## config.mk

```make
export PLATFORM = sky130hd
export DESIGN_NAME = crt_timer
export DESIGN_NICKNAME = d
export VERILOG_FILES = /design/src/crt_pkg.sv /design/src/crt_tick_gen.sv /design/src/crt_edge_sampler.sv /design/src/crt_timer.sv
export SDC_FILE = /design/constraint.sdc
export NUM_CORES = 1
export LEC_CHECK = 0
export BUFFER_PORTS_ARGS = -buffer_cell sky130_fd_sc_hd__buf_2
export CORE_MARGIN = 2
export CORE_UTILIZATION = 25
export CTS_CLUSTER_DIAMETER = 60
export DETAILED_ROUTE_END_ITERATION = 10
export PLACE_DENSITY_LB_ADDON = 0.3
export SLEW_MARGIN = 20
export SYNTH_ARGS = -nofsm -noshare
export SYNTH_HDL_FRONTEND = slang
export SYNTH_HIERARCHICAL = 1
export SYNTH_SLANG_ARGS = --single-unit
```

## constraint.sdc

```tcl
create_clock -name pclk -period 4.5 [get_ports pclk]
set_input_delay 0 -clock pclk [delete_from_list [all_inputs] [get_ports pclk]]
set_output_delay 0 -clock pclk [all_outputs]
set_load 0.02 [all_outputs]
```

## src/crt_pkg.sv

```systemverilog
// Shared constants, register layout and types for the capture/reload timer.
package crt_pkg;

    // Register indices; the byte address on the bus is four times the index.
    localparam logic [7:0] CRT_IDX_TIMER_CONTROL = 8'hc8;
    localparam logic [7:0] CRT_IDX_MODE_OPTIONS  = 8'hc9;
    localparam logic [7:0] CRT_IDX_CAPTURE_LOW   = 8'hca;
    localparam logic [7:0] CRT_IDX_CAPTURE_HIGH  = 8'hcb;
    localparam logic [7:0] CRT_IDX_COUNT_LOW     = 8'hcc;
    localparam logic [7:0] CRT_IDX_COUNT_HIGH    = 8'hcd;
    localparam logic [7:0] CRT_IDX_CLOCK_MODE    = 8'hce;

    // Bus widths.
    localparam int CRT_AW = 12;
    localparam int CRT_DW = 32;

    // Field positions in timer_control.
    localparam int CRT_CTL_OVERFLOW_FLAG  = 7;
    localparam int CRT_CTL_EXTERNAL_FLAG  = 6;
    localparam int CRT_CTL_RX_CLOCK_SEL   = 5;
    localparam int CRT_CTL_TX_CLOCK_SEL   = 4;
    localparam int CRT_CTL_TRIGGER_ENABLE = 3;
    localparam int CRT_CTL_RUN            = 2;
    localparam int CRT_CTL_COUNT_SOURCE   = 1;
    localparam int CRT_CTL_CAPTURE_SEL    = 0;

    // Field positions in timer_mode_options and clock_mode.
    localparam int CRT_MOD_CLOCK_OUT_EN = 1;
    localparam int CRT_MOD_DOWN_COUNT   = 0;
    localparam int CRT_CLK_SIX_CLOCK    = 0;

    // Reset values.
    localparam logic [7:0] CRT_RST_CONTROL = 8'h00;
    localparam logic [1:0] CRT_RST_OPTIONS = 2'h0;
    localparam logic [7:0] CRT_RST_BYTE    = 8'h00;

    // Timing counts in oscillator (pclk) cycles.
    localparam logic [3:0] CRT_TWELVE_CLOCK_LAST = 4'hb;
    localparam logic [3:0] CRT_SIX_CLOCK_LAST    = 4'h5;
    localparam logic [15:0] CRT_COUNT_TOP        = 16'hffff;

    // Control register as a packed struct, bit 7 first.
    typedef struct packed {
        logic overflow_flag;
        logic external_event_flag;
        logic serial_rx_clock_select;
        logic serial_tx_clock_select;
        logic external_trigger_enable;
        logic run_control;
        logic count_source_select;
        logic capture_reload_select;
    } crt_ctrl_s;

    // Bus slave sequencing states.
    typedef enum logic [2:0] {
        CRT_BUS_IDLE = 3'h1,
        CRT_BUS_WAIT = 3'h2,
        CRT_BUS_DONE = 3'h4
    } crt_bus_e;

endpackage : crt_pkg

```

## src/crt_tick_gen.sv

```systemverilog
// Machine-cycle and half-rate enable pulses derived from the oscillator.
`timescale 1ns/1ps
module crt_tick_gen (
    // Clock and reset.
    input  wire logic pclk,
    input  wire logic presetn,
    // Rate select.
    input  wire logic six_clock_mode,
    // Enable pulses.
    output logic      machine_tick,
    output logic      half_tick
);
    import crt_pkg::*;

    logic [3:0] phase_r;
    logic       half_r;
    logic [3:0] last;

    assign last         = six_clock_mode ? CRT_SIX_CLOCK_LAST
                                         : CRT_TWELVE_CLOCK_LAST;
    assign machine_tick = (phase_r == last);
    assign half_tick    = half_r;

    // Phase counter; a mode change mid-cycle keeps the phase, which wraps to zero once it reaches or passes the new last value.
    always_ff @(posedge pclk or negedge presetn) begin
        if (!presetn) begin
            phase_r <= 4'h0;
        end else if (phase_r >= last) begin
            phase_r <= 4'h0;
        end else begin
            phase_r <= phase_r + 4'h1;
        end
    end

    // Half-rate pulse for clock-out and baud operation.
    always_ff @(posedge pclk or negedge presetn) begin
        if (!presetn) begin
            half_r <= 1'b0;
        end else begin
            half_r <= ~half_r;
        end
    end

endmodule : crt_tick_gen

```

## src/crt_edge_sampler.sv

```systemverilog
// Pin synchroniser with once-per-tick sampling and falling-edge detect.
`timescale 1ns/1ps
module crt_edge_sampler (
    // Clock and reset.
    input  wire logic pclk,
    input  wire logic presetn,
    // Pin and sample strobe.
    input  wire logic pin,
    input  wire logic sample_tick,
    // Results.
    output logic      level,
    output logic      fell
);
    logic sync1_r;
    logic sync2_r;
    logic sample_r;
    logic fell_r;

    assign level = sample_r;
    assign fell  = fell_r;

    // Two flops before anything looks at the pin.
    always_ff @(posedge pclk or negedge presetn) begin
        if (!presetn) begin
            sync1_r <= 1'b0;
            sync2_r <= 1'b0;
        end else begin
            sync1_r <= pin;
            sync2_r <= sync1_r;
        end
    end

    // High in one sample and low in the next marks a falling edge.
    always_ff @(posedge pclk or negedge presetn) begin
        if (!presetn) begin
            sample_r <= 1'b0;
            fell_r   <= 1'b0;
        end else if (sample_tick) begin
            sample_r <= sync2_r;
            fell_r   <= sample_r & ~sync2_r;
        end else begin
            fell_r   <= 1'b0;
        end
    end

endmodule : crt_edge_sampler

```

## src/crt_timer.sv

```systemverilog
// Sixteen-bit capture/reload timer with APB register access.
`timescale 1ns/1ps
// Overview of operation
// - Timer function counts once per machine cycle, twelve or six clocks.
// - Event function samples the count pin per machine cycle; high then low counts.
// - Counted event appears one machine cycle after the edge is seen.
// - Off without run; serial select gives baud; else capture or reload.
// - Capture mode counts up and sets the overflow flag on overflow.
// - Trigger falling edge copies the count into capture bytes, sets event flag.
// - Reset clears down counting so the timer counts up.
// - Reload mode counts to FFFF, sets overflow flag, reloads capture value.
// - With trigger enabled a trigger falling edge also reloads, sets event flag.
// - Down enabled with trigger high counts up, overflows and reloads.
// - Down enabled with trigger low counts down; at capture value reloads FFFF.
// - In up/down mode the event flag toggles per wrap and raises no request.
// - Clock source cleared and clock output enabled gives square wave on pin.
// - Clock output rate is oscillator over four times (65536 minus capture).
// - Clock output rollovers raise no interrupt.
// - Baud generation and clock output may run together from one capture value.
// - Counting only while run is set, clock output included.
// - With down counting disabled both flags are interrupt sources.
// - Serial clock selects suppress the overflow flag.
// - Serial clock selects route overflow pulses to receive or transmit clock.
// - Serial clock selects force reload and ignore trigger events.
module crt_timer (
    // Clock and reset.
    input  wire logic                     pclk,
    input  wire logic                     presetn,
    // APB slave.
    input  wire logic                     psel,
    input  wire logic                     penable,
    input  wire logic                     pwrite,
    input  wire logic [crt_pkg::CRT_AW-1:0] paddr,
    input  wire logic [crt_pkg::CRT_DW-1:0] pwdata,
    input  wire logic [3:0]               pstrb,
    output logic [crt_pkg::CRT_DW-1:0]    prdata,
    output logic                          pready,
    output logic                          pslverr,
    // Pins.
    input  wire logic                     event_count_input,
    input  wire logic                     trigger_direction_input,
    output logic                          clock_output_pin_o,
    output logic                          clock_output_pin_oe,
    // Serial port clocks and interrupt source.
    output logic                          serial_rx_clock_pulse,
    output logic                          serial_tx_clock_pulse,
    output logic                          timer_irq_source
);
    import crt_pkg::*;

    // Register state.
    crt_ctrl_s    ctrl_r;
    logic         clock_output_enable_r;
    logic         down_count_enable_r;
    logic         six_clock_mode_r;
    logic [15:0]  capture_r;
    logic [15:0]  count_r;
    logic         event_pending_r;
    logic         pin_level_r;

    // Bus state, serial clock pulse and interrupt flops.
    crt_bus_e                  bus_r;
    logic [CRT_DW-1:0]         prdata_r;
    logic                      pslverr_r;
    logic                      rx_pulse_r;
    logic                      tx_pulse_r;
    logic                      irq_r;

    // Tick and pin sampler outputs.
    logic machine_tick;
    logic half_tick;
    logic event_level;
    logic event_fell;
    logic trig_level;
    logic trig_fell;

    // Index decode; returns 1 when the byte address matches the index.
    function automatic logic hit(input logic [CRT_AW-1:0] a,
                                 input logic [7:0]        idx);
        hit = (a == {2'h0, idx, 2'h0});
    endfunction : hit

    // Whole-register decode, used for write qualify and error.
    function automatic logic mapped(input logic [CRT_AW-1:0] a);
        mapped = hit(a, CRT_IDX_TIMER_CONTROL) | hit(a, CRT_IDX_MODE_OPTIONS)
               | hit(a, CRT_IDX_CAPTURE_LOW)   | hit(a, CRT_IDX_CAPTURE_HIGH)
               | hit(a, CRT_IDX_COUNT_LOW)     | hit(a, CRT_IDX_COUNT_HIGH)
               | hit(a, CRT_IDX_CLOCK_MODE);
    endfunction : mapped

    // Shared divider for machine cycles and the half-rate clock.
    crt_tick_gen u_tick (
        .pclk           (pclk),
        .presetn        (presetn),
        .six_clock_mode (six_clock_mode_r),
        .machine_tick   (machine_tick),
        .half_tick      (half_tick)
    );

    // Event count pin, sampled once per machine cycle.
    crt_edge_sampler u_event (
        .pclk        (pclk),
        .presetn     (presetn),
        .pin         (event_count_input),
        .sample_tick (machine_tick),
        .level       (event_level),
        .fell        (event_fell)
    );

    // Trigger/direction pin, sampled the same way.
    crt_edge_sampler u_trig (
        .pclk        (pclk),
        .presetn     (presetn),
        .pin         (trigger_direction_input),
        .sample_tick (machine_tick),
        .level       (trig_level),
        .fell        (trig_fell)
    );

    // Mode decode.
    logic baud_mode;
    logic clkout_mode;
    logic capture_mode;
    logic updown_mode;
    logic fast_rate;
    logic count_tick;
    logic counting_down;
    logic at_top;
    logic at_floor;
    logic wrap_up;
    logic wrap_down;
    logic wrap;
    logic trig_event;

    assign baud_mode    = ctrl_r.serial_rx_clock_select
                        | ctrl_r.serial_tx_clock_select;
    assign clkout_mode  = clock_output_enable_r
                        & ~ctrl_r.count_source_select;
    // Serial selects override the capture choice.
    assign capture_mode = ~baud_mode & ~clkout_mode
                        & ctrl_r.capture_reload_select;
    assign updown_mode  = down_count_enable_r & ~capture_mode & ~baud_mode;
    // Clock out, and baud with the count source cleared, count at half the
    // oscillator, which gives the divide-by-four square wave after the pin toggle.
    assign fast_rate    = (baud_mode | clkout_mode)
                        & ~ctrl_r.count_source_select;
    // Event counts land one machine cycle after the edge is seen.
    assign count_tick   = ctrl_r.run_control & (
                          ctrl_r.count_source_select
                              ? (machine_tick & event_pending_r)
                              : (fast_rate ? half_tick
                                           : machine_tick));
    assign counting_down = updown_mode & ~trig_level;
    assign at_top    = (count_r == CRT_COUNT_TOP);
    assign at_floor  = (count_r == capture_r);
    assign wrap_up   = count_tick & ~counting_down & at_top;
    assign wrap_down = count_tick & counting_down & at_floor;
    assign wrap      = wrap_up | wrap_down;
    // Trigger edges are ignored in baud, up/down and clock-out use.
    assign trig_event = ctrl_r.run_control & trig_fell
                      & ctrl_r.external_trigger_enable & ~clkout_mode
                      & ~baud_mode & ~updown_mode;

    // Bus access qualifiers; a write lands on the edge that ends the access.
    logic acc;
    logic wr;
    assign acc = psel & penable & (bus_r == CRT_BUS_DONE);
    assign wr  = acc & pwrite & pstrb[0] & mapped(paddr);

    // Pending event: the edge is remembered until the next machine cycle.
    always_ff @(posedge pclk or negedge presetn) begin
        if (!presetn) begin
            event_pending_r <= 1'b0;
        end else if (machine_tick) begin
            event_pending_r <= event_fell;
        end else if (event_fell) begin
            event_pending_r <= 1'b1;
        end
    end

    // Count register: software writes win, then hardware updates.
    always_ff @(posedge pclk or negedge presetn) begin
        if (!presetn) begin
            count_r <= {CRT_RST_BYTE, CRT_RST_BYTE};
        end else if (wr && hit(paddr, CRT_IDX_COUNT_LOW)) begin
            count_r[7:0] <= pwdata[7:0];
        end else if (wr && hit(paddr, CRT_IDX_COUNT_HIGH)) begin
            count_r[15:8] <= pwdata[7:0];
        end else if (trig_event && !capture_mode) begin
            count_r <= capture_r;
        end else if (wrap_down) begin
            count_r <= CRT_COUNT_TOP;
        end else if (wrap_up && !capture_mode) begin
            // Reload mode, up/down upward, baud and clock out reload.
            count_r <= capture_r;
        end else if (count_tick && counting_down) begin
            count_r <= count_r - 16'h0001;
        end else if (count_tick) begin
            count_r <= count_r + 16'h0001;
        end
    end

    // Capture/reload bytes: written by software, loaded by trigger capture.
    always_ff @(posedge pclk or negedge presetn) begin
        if (!presetn) begin
            capture_r <= {CRT_RST_BYTE, CRT_RST_BYTE};
        end else if (wr && hit(paddr, CRT_IDX_CAPTURE_LOW)) begin
            capture_r[7:0] <= pwdata[7:0];
        end else if (wr && hit(paddr, CRT_IDX_CAPTURE_HIGH)) begin
            capture_r[15:8] <= pwdata[7:0];
        end else if (trig_event && capture_mode) begin
            capture_r <= count_r;
        end
    end

    // Control bits other than the flags.
    always_ff @(posedge pclk or negedge presetn) begin
        if (!presetn) begin
            ctrl_r.serial_rx_clock_select  <= CRT_RST_CONTROL[5];
            ctrl_r.serial_tx_clock_select  <= CRT_RST_CONTROL[4];
            ctrl_r.external_trigger_enable <= CRT_RST_CONTROL[3];
            ctrl_r.run_control             <= CRT_RST_CONTROL[2];
            ctrl_r.count_source_select     <= CRT_RST_CONTROL[1];
            ctrl_r.capture_reload_select   <= CRT_RST_CONTROL[0];
        end else if (wr && hit(paddr, CRT_IDX_TIMER_CONTROL)) begin
            ctrl_r.serial_rx_clock_select  <= pwdata[CRT_CTL_RX_CLOCK_SEL];
            ctrl_r.serial_tx_clock_select  <= pwdata[CRT_CTL_TX_CLOCK_SEL];
            ctrl_r.external_trigger_enable <= pwdata[CRT_CTL_TRIGGER_ENABLE];
            ctrl_r.run_control             <= pwdata[CRT_CTL_RUN];
            ctrl_r.count_source_select     <= pwdata[CRT_CTL_COUNT_SOURCE];
            ctrl_r.capture_reload_select   <= pwdata[CRT_CTL_CAPTURE_SEL];
        end
    end

    // Overflow flag: hardware set beats a software clear in the same cycle.
    always_ff @(posedge pclk or negedge presetn) begin
        if (!presetn) begin
            ctrl_r.overflow_flag <= CRT_RST_CONTROL[7];
        end else if (wrap && !baud_mode && !clkout_mode) begin
            ctrl_r.overflow_flag <= 1'b1;
        end else if (wr && hit(paddr, CRT_IDX_TIMER_CONTROL)) begin
            ctrl_r.overflow_flag <= pwdata[CRT_CTL_OVERFLOW_FLAG];
        end
    end

    // External event flag: set by trigger events, toggled in up/down mode.
    always_ff @(posedge pclk or negedge presetn) begin
        if (!presetn) begin
            ctrl_r.external_event_flag <= CRT_RST_CONTROL[6];
        end else if (updown_mode && wrap) begin
            ctrl_r.external_event_flag <= ~ctrl_r.external_event_flag;
        end else if (trig_event) begin
            ctrl_r.external_event_flag <= 1'b1;
        end else if (wr && hit(paddr, CRT_IDX_TIMER_CONTROL)) begin
            ctrl_r.external_event_flag <= pwdata[CRT_CTL_EXTERNAL_FLAG];
        end
    end

    // Mode options and the rate select; down counting resets to zero.
    always_ff @(posedge pclk or negedge presetn) begin
        if (!presetn) begin
            clock_output_enable_r <= CRT_RST_OPTIONS[1];
            down_count_enable_r   <= CRT_RST_OPTIONS[0];
            six_clock_mode_r      <= 1'b0;
        end else if (wr && hit(paddr, CRT_IDX_MODE_OPTIONS)) begin
            clock_output_enable_r <= pwdata[CRT_MOD_CLOCK_OUT_EN];
            down_count_enable_r   <= pwdata[CRT_MOD_DOWN_COUNT];
        end else if (wr && hit(paddr, CRT_IDX_CLOCK_MODE)) begin
            six_clock_mode_r      <= pwdata[CRT_CLK_SIX_CLOCK];
        end
    end

    // Square wave: the pin toggles on each rollover, so it holds still
    // whenever run is cleared.
    always_ff @(posedge pclk or negedge presetn) begin
        if (!presetn) begin
            pin_level_r <= 1'b0;
        end else if (clkout_mode && wrap_up) begin
            pin_level_r <= ~pin_level_r;
        end
    end

    // Pin drive and enable come from flops.
    always_ff @(posedge pclk or negedge presetn) begin
        if (!presetn) begin
            clock_output_pin_o  <= 1'b0;
            clock_output_pin_oe <= 1'b0;
        end else begin
            clock_output_pin_o  <= pin_level_r;
            clock_output_pin_oe <= clkout_mode;
        end
    end

    // Serial clock pulses: one pclk wide per rollover, per direction.
    always_ff @(posedge pclk or negedge presetn) begin
        if (!presetn) begin
            rx_pulse_r <= 1'b0;
            tx_pulse_r <= 1'b0;
        end else begin
            rx_pulse_r <= wrap_up & ctrl_r.serial_rx_clock_select;
            tx_pulse_r <= wrap_up & ctrl_r.serial_tx_clock_select;
        end
    end

    // Interrupt source level; the event flag is masked in up/down use.
    always_ff @(posedge pclk or negedge presetn) begin
        if (!presetn) begin
            irq_r <= 1'b0;
        end else begin
            irq_r <= ctrl_r.overflow_flag
                   | (ctrl_r.external_event_flag & ~down_count_enable_r);
        end
    end

    assign serial_rx_clock_pulse = rx_pulse_r;
    assign serial_tx_clock_pulse = tx_pulse_r;
    assign timer_irq_source      = irq_r;

    // Bus sequencing: two wait cycles so read data can come from a flop.
    always_ff @(posedge pclk or negedge presetn) begin
        if (!presetn) begin
            bus_r <= CRT_BUS_IDLE;
        end else begin
            case (bus_r)
                CRT_BUS_IDLE: begin
                    if (psel && penable) begin
                        bus_r <= CRT_BUS_WAIT;
                    end
                end
                CRT_BUS_WAIT: begin
                    bus_r <= CRT_BUS_DONE;
                end
                CRT_BUS_DONE: begin
                    bus_r <= CRT_BUS_IDLE;
                end
                default: begin
                    bus_r <= CRT_BUS_IDLE;
                end
            endcase
        end
    end

    // Read mux, latched while the answer is being prepared.
    logic [7:0] rd_byte;
    always_comb begin
        rd_byte = 8'h00;
        if (hit(paddr, CRT_IDX_TIMER_CONTROL)) begin
            rd_byte = ctrl_r;
        end else if (hit(paddr, CRT_IDX_MODE_OPTIONS)) begin
            rd_byte = {6'h00, clock_output_enable_r, down_count_enable_r};
        end else if (hit(paddr, CRT_IDX_CAPTURE_LOW)) begin
            rd_byte = capture_r[7:0];
        end else if (hit(paddr, CRT_IDX_CAPTURE_HIGH)) begin
            rd_byte = capture_r[15:8];
        end else if (hit(paddr, CRT_IDX_COUNT_LOW)) begin
            rd_byte = count_r[7:0];
        end else if (hit(paddr, CRT_IDX_COUNT_HIGH)) begin
            rd_byte = count_r[15:8];
        end else if (hit(paddr, CRT_IDX_CLOCK_MODE)) begin
            rd_byte = {7'h00, six_clock_mode_r};
        end
    end

    // Answer registers: error and read data for the done cycle.
    always_ff @(posedge pclk or negedge presetn) begin
        if (!presetn) begin
            prdata_r  <= '0;
            pslverr_r <= 1'b0;
        end else if (bus_r == CRT_BUS_WAIT) begin
            prdata_r  <= {24'h000000, rd_byte};
            pslverr_r <= ~mapped(paddr);
        end else begin
            prdata_r  <= '0;
            pslverr_r <= 1'b0;
        end
    end

    // Ready is high exactly in the done cycle.
    always_ff @(posedge pclk or negedge presetn) begin
        if (!presetn) begin
            pready <= 1'b0;
        end else begin
            pready <= (bus_r == CRT_BUS_WAIT);
        end
    end

    assign prdata  = prdata_r;
    assign pslverr = pslverr_r;

    // The count pin level is only used through its edges; the level
    // output of that sampler stays unused on purpose.
    logic unused_level;
    assign unused_level = event_level;

endmodule : crt_timer

```

==> out/qor.yml <==
outcome: "complete, but fails checks"
violations: "negative hold slack"
hold_start: "pwdata[1]"
gr-usage-met3_pct: 2.65
ys_ff_latch: 76
cts_buffers: 9
drc: 0
tightest_slew_ps: 1040
fmax_mhz: 245
peakVddDrop_v: 0.000162
reg2reg_depth: 15
fin_nets: 688
synth.area.top_cells: "dfrtp_1 (36%), mux2i_1 (5.8%), ha_1 (4.4%)"
drive_gt1_share_pct: 17.4
overflow: 0
initial_core_util_pct: 25.5
first_pass_iters: 5
cp-start-kind: "register"
ys_seq_area_share_pct: 36.9
grt_max_degree: 77
htree_levels: 3
reg2reg_from: "six_clock_mode_r"
timing_max_transition_violations_final: 0
placementRows: 52
die-area_mm2: 0.0218
grt_pass1_vias: 4367
max-slew-margin-rel_pct: 30.5
vias: 4507
rrSetupSlack_ps: 420
hold_violations: 1
r2r-end: "count_r[12]"
via_per_inst: 5.06
fillers: 2136
antenna_found_initial: 2
cts-root-buf: "clkbuf_16"
hp-class: "in2reg"
ys_async_sr_fraction_pct: 100
grt_usage_pct: 14.3
syn2layout_area_growth_pct: 16.7
path_max_fanout: 18
drt_wl_total_um: 15200
postSynthAreaPerCell_um2: 9.30
cp_data_arrival_time_ps: 4290
met1_usage_pct: 19.9
grt_pass1_wl_um: 24300
holdPathStages: 3
clk_pin_slew_worst_paths_ps: 60
synth_top_area_share_pct: 36.3
fin_hold_ws_ps: -4.77
dp_hpwl_um: 11100
yosys-top-cells-count: "dfrtp_1 (75), nand2_1 (42), a21oi_1 (41), nor2_1 (34), o21ai_0 (34)"
synth.distinct_cells: 73
portBuffers: 42
cts.sinks: 76
synth_edf_count: 0
cts_resized: 0
yosysMostFrequentCell: "dfrtp_1"
worstPathRequired_ps: 4720
endpoint_kind: "register"
cap_violations: 0
die_w_um: 148
dieHeight_um: 148
finalPower_uw: 1590
crit_type: "reg2reg"
finClkSkew_ps: 11.8
setup_violations: 0
yosysTopAreaCell: "dfrtp_1"
clock_latency_ps: 350
ios: 94
pwr_density_cell_mw_per_mm2: 263
finalCritPeriodShare_pct: 90.6
core_mm2: 0.0202
fin_setup_tns_ps: 0
drt_iter0_markers: 433
post_drt_wl_per_cell_um: 17.1
yosysWarnings: 6
synth_area_mm2: 0.00516
ant_nets: 0
grt.busiest_layer: "met2"
postCtsSetupBuffers: 0
syn_inst: 555
tritoncts: "yes"
synth_flop_cell: "dfrtp_1"
routabilityCongestion: 0.843
p_leak_uw: 0.00267
clockBufferDepth: 2
rsz0062_at_grt: "false"
gr-usage-met2_pct: 22.8
holdPathEnd: "capture_r[1]"
min_period_ps: 4080
-- per-stage QoR --
step / setup slack [ps] / util [%] / hold WS [ps] / instance area (um^2) / cells
global route: 105 / 29.8 / 22.2 / 6030 / 889
CTS: 414 / 29.8 / 3.32 / 6020 / 889
global placement: 549 / 27.9 / 122 / 5640 / 864
floorplan: 411 / - / -296 / 5260 / 578
finish: 423 / 29.8 / -4.77 / 6030 / 890
detailed placement: 448 / 27.9 / 115 / 5640 / 864
-- state kept, by name, indices dropped and copies added (netlist names), 3 cells and up --
register	flops
u_tick/phase_r	4
ctrl_r	8
bus_r	3
count_r	16
capture_r	16
prdata	8
-- power by group --
group / leakage, uW / switching [uW] / internal [uW]
registers: 0.00102 / 19.8 / 710
logic: 0.00151 / 75.9 / 47.6
clock network: 0.000146 / 302 / 431
total: 0.00267 / 398 / 1190
-- worst max-delay path by stage --
stage	startpoint	to	slack [ps]	cells after the start
2_1_floorplan	six_clock_mode_r	count_r[12]	410	14
3_3_place_gp	six_clock_mode_r	count_r[12]	550	15
3_5_place_dp	six_clock_mode_r	count_r[12]	450	15
4_1_cts	six_clock_mode_r	count_r[12]	410	15
5_1_grt	six_clock_mode_r	count_r[12]	110	15
6_report	six_clock_mode_r	count_r[12]	420	15
-- per-layer routing --
metal  wire, um  up-vias
li1           -     2142
met1       7170     2195
met2       7000      142
met3        827       26
met4        225        2
met5         13        -
-- logic make-up after synthesis --
family / count (synthesis) / synth area share (%)
multiplexers: 46 / 9.52
AO/OA/AOI/OAI: 156 / 19.4
AND/OR/NAND/NOR: 165 / 17.2
other: 1 / 0.0726
adder cells (fa/ha/maj): 19 / 4.75
buffers and inverters: 62 / 7.05
flip-flops: 76 / 36.9
XOR/XNOR: 30 / 5.09
-- cell type report --
cell class              instances  area [um^2]  share of cell area, %
inverters                      20         75.1                   1.25
clock inverters                 6         66.3                   1.10
flip-flops and latches         76         1900                   31.6
repair buffers                 67          427                   7.08
multi-input cells             440         2990                   49.6
diodes                          1         2.50                 0.0415
well taps                     270          338                   5.60
clock buffers                  10          229                   3.80
-- worst max-delay path, stage by stage, from the launching register on --
cell and delay (ps):
dfrtp_1 430, inv_1 60, ha_1 330, and4_2 320, nor4b_1 160, o311ai_1 320
buf_4 210, nor3b_2 50, buf_4 210, ha_1 420, o21ai_0 140, or2_2 320
nor3_1 240, mux2_2 370, nor4_1 240, o21ai_0 130
-- layout by cell type, fill, tap and decap left out, types with 4 or more instances in the layout --
cell type,n
dfrtp_1,75
nand2_1,42
a21oi_1,41
buf_2,41
nor2_1,34
o21ai_0,34
mux2i_1,30
xnor2_1,25
conb_1,24
inv_1,19
ha_1,18
nand3_1,17
buf_4,16
mux2_2,13
nand4_1,13
o21a_1,10
nor3_1,9
o32ai_1,9
clkbuf_16,9
dlygate4sd3_1,9
o21ai_1,8
o22ai_1,8
a32oi_1,6
nor4_1,6
xor2_1,5
and2_1,4
a21o_1,4
nor2b_1,4
a211oi_1,4
o211ai_1,4
-- timing repair --
item,4_1_cts,5_1_grt
hold endpoints to repair,82,0
hold buffers,9,0
setup endpoints to repair,0,0
Note: power is estimated with default switching activity, not from simulation.
